`src/hw/jtb_defines.vh`:
```
// Constants for the boundary-scan test access port
`ifndef JTB_DEFINES_VH
`define JTB_DEFINES_VH

// Scan register lengths
`define JTB_IR_LEN        3
`define JTB_ID_LEN        32
`define JTB_BSR_LEN       107

// Instruction codes
`define JTB_INS_EXTEST    3'h0
`define JTB_INS_IDCODE    3'h1
`define JTB_INS_SAMPLE    3'h2
`define JTB_INS_PRELOAD   3'h4
`define JTB_INS_BYPASS    3'h7
`define JTB_IR_CAPTURE    3'h1

// Identification field positions
`define JTB_ID_REV_LSB    28
`define JTB_ID_PART_LSB   12
`define JTB_ID_VEND_LSB   1

// Tap states
`define JTB_ST_TLR        4'h0
`define JTB_ST_RTI        4'h1
`define JTB_ST_SELDR      4'h2
`define JTB_ST_CAPDR      4'h3
`define JTB_ST_SHDR       4'h4
`define JTB_ST_EX1DR      4'h5
`define JTB_ST_PAUSEDR    4'h6
`define JTB_ST_EX2DR      4'h7
`define JTB_ST_UPDDR      4'h8
`define JTB_ST_SELIR      4'h9
`define JTB_ST_CAPIR      4'hA
`define JTB_ST_SHIR       4'hB
`define JTB_ST_EX1IR      4'hC
`define JTB_ST_PAUSEIR    4'hD
`define JTB_ST_EX2IR      4'hE
`define JTB_ST_UPDIR      4'hF

`endif

```
`src/hw/jtb_shift_reg.v`:
```
// Capture/shift register used for the identification and boundary paths
`timescale 1ns/1ps
`default_nettype none
module jtb_shift_reg #(
	parameter WIDTH = 32
) (
	// Clock and reset
	input  wire             mclk_i,
	input  wire             nrst_i,
	// Control
	input  wire             capture_i,
	input  wire             shift_i,
	input  wire             sin_i,
	input  wire [WIDTH-1:0] pdata_i,
	// Serial out
	output wire             sout_o
);
	reg [WIDTH-1:0] data;

	always @(posedge mclk_i or negedge nrst_i) begin
		if (!nrst_i) begin
			data <= {WIDTH{1'b0}};
		end else if (capture_i) begin
			data <= pdata_i;
		end else if (shift_i) begin
			data <= {sin_i, data[WIDTH-1:1]};
		end
	end

	assign sout_o = data[0];
endmodule // jtb_shift_reg
`default_nettype wire

```
`src/hw/jtb_tap.v`:
```
// Boundary-scan test access port: tap controller, instruction and data registers
`timescale 1ns/1ps
`default_nettype none
`include "jtb_defines.vh"
module jtb_tap #(
	// Identification fields; values are arbitrary
	parameter [3:0]  ID_REV  = 4'h0,
	parameter [15:0] ID_PART = 16'h1234,
	parameter [10:0] ID_VEND = 11'h0AB
) (
	// Clock and reset
	input  wire                    mclk_i,
	input  wire                    nrst_i,
	// Test port pins
	input  wire                    tck_i,
	input  wire                    tms_i,
	input  wire                    tdi_i,
	output reg                     tdo_o,
	output reg                     tdo_oe_o,
	// Device I/O ring, bit 0 is exit position 1
	input  wire [`JTB_BSR_LEN-1:0] ring_i,
	// Tap status
	output reg  [3:0]              tap_state_o,
	output reg  [`JTB_IR_LEN-1:0]  instr_o
);
	////////////////////////////////////////////////////////////////////////////////
	// Pin synchronisers and test clock edge detection
	reg [2:0] tck_sync;
	reg [1:0] tms_sync;
	reg [1:0] tdi_sync;
	wire      tck_rise = tck_sync[1] & ~tck_sync[2];
	wire      tck_fall = ~tck_sync[1] & tck_sync[2];

	always @(posedge mclk_i or negedge nrst_i) begin
		if (!nrst_i) begin
			// Idle-high level, so no false rise is seen just after release
			tck_sync <= 3'h7;
			tms_sync <= 2'h3;
			tdi_sync <= 2'h0;
		end else begin
			tck_sync <= {tck_sync[1:0], tck_i};
			tms_sync <= {tms_sync[0], tms_i};
			tdi_sync <= {tdi_sync[0], tdi_i};
		end
	end

	// Mode select and data are delayed as much as the clock, so they are taken as at the edge
	wire tms = tms_sync[1];
	wire tdi = tdi_sync[1];

	////////////////////////////////////////////////////////////////////////////////
	// Tap state machine
	reg [3:0] state;
	reg [3:0] next_state;

	always @* begin
		case (state)
			`JTB_ST_TLR:     next_state = tms ? `JTB_ST_TLR   : `JTB_ST_RTI;
			`JTB_ST_RTI:     next_state = tms ? `JTB_ST_SELDR : `JTB_ST_RTI;
			`JTB_ST_SELDR:   next_state = tms ? `JTB_ST_SELIR : `JTB_ST_CAPDR;
			`JTB_ST_CAPDR:   next_state = tms ? `JTB_ST_EX1DR : `JTB_ST_SHDR;
			`JTB_ST_SHDR:    next_state = tms ? `JTB_ST_EX1DR : `JTB_ST_SHDR;
			`JTB_ST_EX1DR:   next_state = tms ? `JTB_ST_UPDDR : `JTB_ST_PAUSEDR;
			`JTB_ST_PAUSEDR: next_state = tms ? `JTB_ST_EX2DR : `JTB_ST_PAUSEDR;
			`JTB_ST_EX2DR:   next_state = tms ? `JTB_ST_UPDDR : `JTB_ST_SHDR;
			`JTB_ST_UPDDR:   next_state = tms ? `JTB_ST_SELDR : `JTB_ST_RTI;
			`JTB_ST_SELIR:   next_state = tms ? `JTB_ST_TLR   : `JTB_ST_CAPIR;
			`JTB_ST_CAPIR:   next_state = tms ? `JTB_ST_EX1IR : `JTB_ST_SHIR;
			`JTB_ST_SHIR:    next_state = tms ? `JTB_ST_EX1IR : `JTB_ST_SHIR;
			`JTB_ST_EX1IR:   next_state = tms ? `JTB_ST_UPDIR : `JTB_ST_PAUSEIR;
			`JTB_ST_PAUSEIR: next_state = tms ? `JTB_ST_EX2IR : `JTB_ST_PAUSEIR;
			`JTB_ST_EX2IR:   next_state = tms ? `JTB_ST_UPDIR : `JTB_ST_SHIR;
			`JTB_ST_UPDIR:   next_state = tms ? `JTB_ST_SELDR : `JTB_ST_RTI;
			default:         next_state = `JTB_ST_TLR;
		endcase
	end

	always @(posedge mclk_i or negedge nrst_i) begin
		if (!nrst_i) begin
			state <= `JTB_ST_TLR;
		end else if (tck_rise) begin
			state <= next_state;
		end
	end

	////////////////////////////////////////////////////////////////////////////////
	// Instruction register
	reg [`JTB_IR_LEN-1:0] ir_shift;
	reg [`JTB_IR_LEN-1:0] ir;

	always @(posedge mclk_i or negedge nrst_i) begin
		if (!nrst_i) begin
			ir_shift <= `JTB_IR_CAPTURE;
			ir       <= `JTB_INS_IDCODE;
		end else if (tck_rise) begin
			// Loaded on entry, so the reset state never shows a stale instruction
			if (next_state == `JTB_ST_TLR) begin
				ir <= `JTB_INS_IDCODE;
			end else if (state == `JTB_ST_UPDIR) begin
				ir <= ir_shift;
			end
			if (state == `JTB_ST_CAPIR) begin
				ir_shift <= `JTB_IR_CAPTURE;
			end else if (state == `JTB_ST_SHIR) begin
				ir_shift <= {tdi, ir_shift[`JTB_IR_LEN-1:1]};
			end
		end
	end

	////////////////////////////////////////////////////////////////////////////////
	// Data register selection
	function [1:0] dr_sel;
		input [`JTB_IR_LEN-1:0] code;
		begin
			case (code)
				`JTB_INS_IDCODE:  dr_sel = 2'h1;
				`JTB_INS_EXTEST,
				`JTB_INS_SAMPLE,
				`JTB_INS_PRELOAD: dr_sel = 2'h2;
				default:          dr_sel = 2'h0;
			endcase
		end
	endfunction

	wire [1:0] sel      = dr_sel(ir);
	wire       cap_dr   = tck_rise && (state == `JTB_ST_CAPDR);
	wire       sh_dr    = tck_rise && (state == `JTB_ST_SHDR);
	wire       id_sel   = (sel == 2'h1);
	wire       bsr_sel  = (sel == 2'h2);
	wire [`JTB_ID_LEN-1:0] id_value = {ID_REV, ID_PART, ID_VEND, 1'b1};
	wire       id_out;
	wire       bsr_out;
	reg        bypass;

	always @(posedge mclk_i or negedge nrst_i) begin
		if (!nrst_i) begin
			bypass <= 1'b0;
		end else if (cap_dr) begin
			bypass <= 1'b0;
		end else if (sh_dr) begin
			bypass <= tdi;
		end
	end

	// Identification path, lengths from the header
	jtb_shift_reg #(
		.WIDTH(`JTB_ID_LEN)
	) u_id (
		.mclk_i   (mclk_i),
		.nrst_i   (nrst_i),
		.capture_i(cap_dr && id_sel),
		.shift_i  (sh_dr && id_sel),
		.sin_i    (tdi),
		.pdata_i  (id_value),
		.sout_o   (id_out)
	);

	// Boundary path; position n of the exit order is ring bit n-1
	jtb_shift_reg #(
		.WIDTH(`JTB_BSR_LEN)
	) u_bsr (
		.mclk_i   (mclk_i),
		.nrst_i   (nrst_i),
		.capture_i(cap_dr && bsr_sel),
		.shift_i  (sh_dr && bsr_sel),
		.sin_i    (tdi),
		.pdata_i  (ring_i),
		.sout_o   (bsr_out)
	);

	////////////////////////////////////////////////////////////////////////////////
	// Serial output, launched on the falling test clock edge
	reg next_tdo;

	always @* begin
		if (state == `JTB_ST_SHIR) begin
			next_tdo = ir_shift[0];
		end else if (id_sel) begin
			next_tdo = id_out;
		end else if (bsr_sel) begin
			next_tdo = bsr_out;
		end else begin
			next_tdo = bypass;
		end
	end

	always @(posedge mclk_i or negedge nrst_i) begin
		if (!nrst_i) begin
			tdo_o       <= 1'b0;
			tdo_oe_o    <= 1'b0;
			tap_state_o <= `JTB_ST_TLR;
			instr_o     <= `JTB_INS_IDCODE;
		end else begin
			tap_state_o <= state;
			instr_o     <= ir;
			if (tck_fall) begin
				tdo_o    <= next_tdo;
				tdo_oe_o <= (state == `JTB_ST_SHDR) || (state == `JTB_ST_SHIR);
			end
		end
	end
endmodule // jtb_tap
`default_nettype wire

```
`config.mk`:
```
export PLATFORM = sky130hd
export DESIGN_NAME = jtb_tap
export DESIGN_NICKNAME = d
export VERILOG_FILES = /design/src/hw/jtb_shift_reg.v /design/src/hw/jtb_tap.v
export VERILOG_INCLUDE_DIRS = /design/src /design/src/hw
export SDC_FILE = /design/constraint.sdc
export NUM_CORES = 1
export LEC_CHECK = 0
export ABC_AREA = 1
export BUFFER_PORTS_ARGS = -buffer_cell sky130_fd_sc_hd__buf_4
export CORE_MARGIN = 4
export CORE_UTILIZATION = 55
export CTS_CLUSTER_DIAMETER = 120
export DETAILED_ROUTE_END_ITERATION = 10
export GPL_TIMING_DRIVEN = 0
export PLACE_DENSITY = 0.78
export RECOVER_POWER = 100
export SKIP_CTS_REPAIR_TIMING = 1
export SLEW_MARGIN = 20
export SYNTH_ARGS = -nofsm -noshare
export SYNTH_HDL_FRONTEND = slang
export SYNTH_SLANG_ARGS = --single-unit
```
`constraint.sdc`:
```
create_clock -name mclk_i -period 2 [get_ports mclk_i]
set_clock_uncertainty 0.05 [all_clocks]
set_input_delay 0.3 -clock mclk_i [delete_from_list [all_inputs] [get_ports mclk_i]]
set_output_delay 0.3 -clock mclk_i [all_outputs]
set_load 0.005 [all_outputs]
```
==> flow_summary.json <==
{
  "drt-met1-wl_mm": 8.015,
  "synth-seq-cells": 166,
  "synth_area_sq_um": 7530,
  "crit_path_end_kind": "flop",
  "crit_family": "buffers and inverters",
  "top_layer_used": "met4",
  "final_max_slew_viol_count": 0,
  "ys_warn_count": 0,
  "post_drt_via_cell_ratio": 5.526,
  "min_path_type": "in2reg",
  "die_y_um": 125.0,
  "peakVddDrop_v": 0.0007695,
  "rsz0062_at_grt": "yes",
  "syn_to_final_growth_pct": 26.22,
  "power.total_w": 0.01203,
  "placed_area_sq_um": 8686,
  "cts_tree": "built",
  "drt_first_pass_iters": 5,
  "clock_sinks": 166,
  "start_kind": "flop",
  "whs_ps": 91.49,
  "drive_gt1_share_pct": 21.92,
  "cp_slowest_stage_delay_ps": 460,
  "grt_pass1_vias": 6430,
  "grt_usage_pct": 23.62,
  "wire_per_inst_um": 14.84,
  "gp_congestion": 0.8854,
  "power_density_nw_per_um2": 1265,
  "finalHoldViolCount": 0,
  "wirelength_mm": 18.26,
  "yosysTopAreaCell": "dfrtp_1",
  "n_antenna_cell": 0,
  "synth.area.top_cells": "dfrtp_1 53%, o21ai_0 14%, o21ai_1 7.8%",
  "cts.clk_slew.worst_paths_ps": 60,
  "antenna_left": 0,
  "synth_nets": 1000,
  "die_area_sq_um": 15630,
  "synth_seq_area_share_pct": 55.30,
  "cts-buffers-inserted": 17,
  "fin_crit_ps": 1893,
  "finalSetupViolCount": 0,
  "crit_path_max_fanout": 10,
  "required_ps": 2270,
  "io_buffer_count": 120,
  "synthCells": 888,
  "maxCapViolations": 0,
  "dp.final_hpwl_mm": 12.05,
  "grt_max_degree": 101,
  "synthDistinctLibCells": 28,
  "num_vias": 6797,
  "wl_met3_mm": 1.029,
  "row_count": 42,
  "dieWidth_um": 125.0,
  "worstMarginPinSlew_ps": 510.6,
  "cp_num_buf_inv": 3,
  "drtIter0Drc": 622,
  "ctsLongestPathBuffers": 2,
  "cp_data_arrival_time_ps": 2160,
  "path_cells": "nor2_4, nand2_4, nor2_4, inv_4, buf_4, clkbuf_1, o21ai_0, o21ai_1",
  "cp_common_cell": "nor2_4",
  "drc": 0,
  "overflow": 0,
  "cts-root-buf": "clkbuf_16",
  "nets": 1153,
  "floorplan.initialDensity_pct": 56.41,
  "boundaryPins": 121,
  "path_class": "reg2reg",
  "final_cell_area_sq_um": 9504,
  "wl_met2_mm": 8.747,
  "timing.fmax_mhz": 528.2,
  "cp_slowest_cell": "dfrtp_2",
  "antenna_found_initial": 0,
  "synth_top_cell_area_share_pct": 52.51,
  "leakage_nw": 4.309,
  "h-tree-depth": 4,
  "finalCritPeriodShare_pct": 94.66,
  "clock_latency_ps": 440,
  "syn_area_per_cell_sq_um": 8.479,
  "coreArea_sq_um": 13350,
  "status": "complete, no violations",
  "grt_pass1_wl_mm": 30.17,
  "slew_headroom_pct": 65.96
}
-- worst paths after layout --
path	start	endpoint	slack (ps)	cells after the start
hold / removal	ring_i[69]	u_bsr.data[69]	90	3
setup reg to reg	state[3]	u_bsr.data[65]	110	8
max in group asynchronous	nrst_i	u_bsr.data[40]	710	3
min in group asynchronous	nrst_i	state[3]	340	2
setup / recovery	state[3]	u_bsr.data[65]	110	8
hold reg to reg	tdi_sync[0]	tdi_sync[1]	300	0
-- cells in the mapped netlist --
master and count:
a21oi_1 3, a31oi_1 2, buf_2 22, buf_4 5
buf_6 4, clkbuf_1 37, dfrtp_1 158, dfstp_2 8
inv_1 15, inv_2 4, inv_4 1, mux2_2 1
nand2_1 105, nand2_2 4, nand2_4 1, nand3_1 38
nand3b_1 1, nand4_1 3, nor2_1 128, nor2_2 3
nor2_4 2, nor2_8 1, nor3b_1 1, o21ai_0 217
o21ai_1 118, o221ai_1 1, o22ai_1 1, o31ai_1 4
-- sequential cells by signal, indices dropped and copies added (netlist names) --
signal	count
tdo_oe_o	1
tap_state_o	4
tms_sync	2
state	4
tdi_sync	2
bypass	1
instr_o	3
tck_sync	3
u_bsr.data	107
ir_shift	3
u_id.data	32
ir	3
tdo_o	1
-- placed cells by master, fill, tap and decap left out, drive strengths merged, types with 2 or more instances in the layout --
cell and count:
a31oi 2, dfrtp 158, a21oi 3, nand2 110, o31ai 4, dlygate4sd3 4
clkinv 5, dfstp 8, clkbuf 67, inv 20, nor2 136, o21ai 335
buf 152, nand3 38, nand4 3, bufinv 3
-- power breakdown --
group          leakage [nW]  total [W]  switching [W]  internal (W)
clock                 0.303    0.00339        0.00131       0.00208
combinational          2.02    0.00338        0.00195       0.00142
sequential             1.98    0.00526       0.000646       0.00461
total                  4.31     0.0120        0.00391       0.00812
-- layer usage --
metal,vias to the layer above,track usage (%)
met2,202,36.79
met4,0,8.610
met1,3221,32.33
met3,39,6.141
li1,3335,-
met5,-,0
-- stage by stage --
stage	utilization (%)	instances	worst slack, ps	setup TNS (ps)
floorplan	-	888	254.9	0
global placement	64.81	1184	-334.8	-55200
detailed placement	65.07	1185	-172.4	-8204
CTS	69.65	1217	-209.1	-10440
global route	71.20	1230	-66.84	-209.8
finish	71.20	1230	106.7	0
-- cells by family (layout without fill, tap and decap cells) --
logic type / after synthesis / after routing / share of synthesized area [%]
mux: 1 / 1 / 0.1495
compound gates: 346 / 346 / 23.23
simple gates: 287 / 289 / 15.89
flops: 166 / 166 / 55.30
buf+inv: 88 / 252 / 5.434
-- worst reg2reg max path, cell delays in order (launching register included) --
cell and delay [ps]:
dfrtp_2 460, nor2_4 190, nand2_4 100, nor2_4 170
inv_4 110, buf_4 190, clkbuf_1 180, o21ai_0 250
o21ai_1 80
-- area by class of cell --
cell class / instances / area (sq um)
Sequential cell: 166 / 4167
Inverter: 20 / 80.08
Clock buffer: 23 / 488.0
Tap cell: 176 / 220.2
Buffer: 68 / 372.9
Fill cell: 1105 / 3844
Timing Repair Buffer: 132 / 1026
Clock inverter: 9 / 122.6
Multi-Input combinational cell: 636 / 3028
Power figures use the tool's default switching activity.
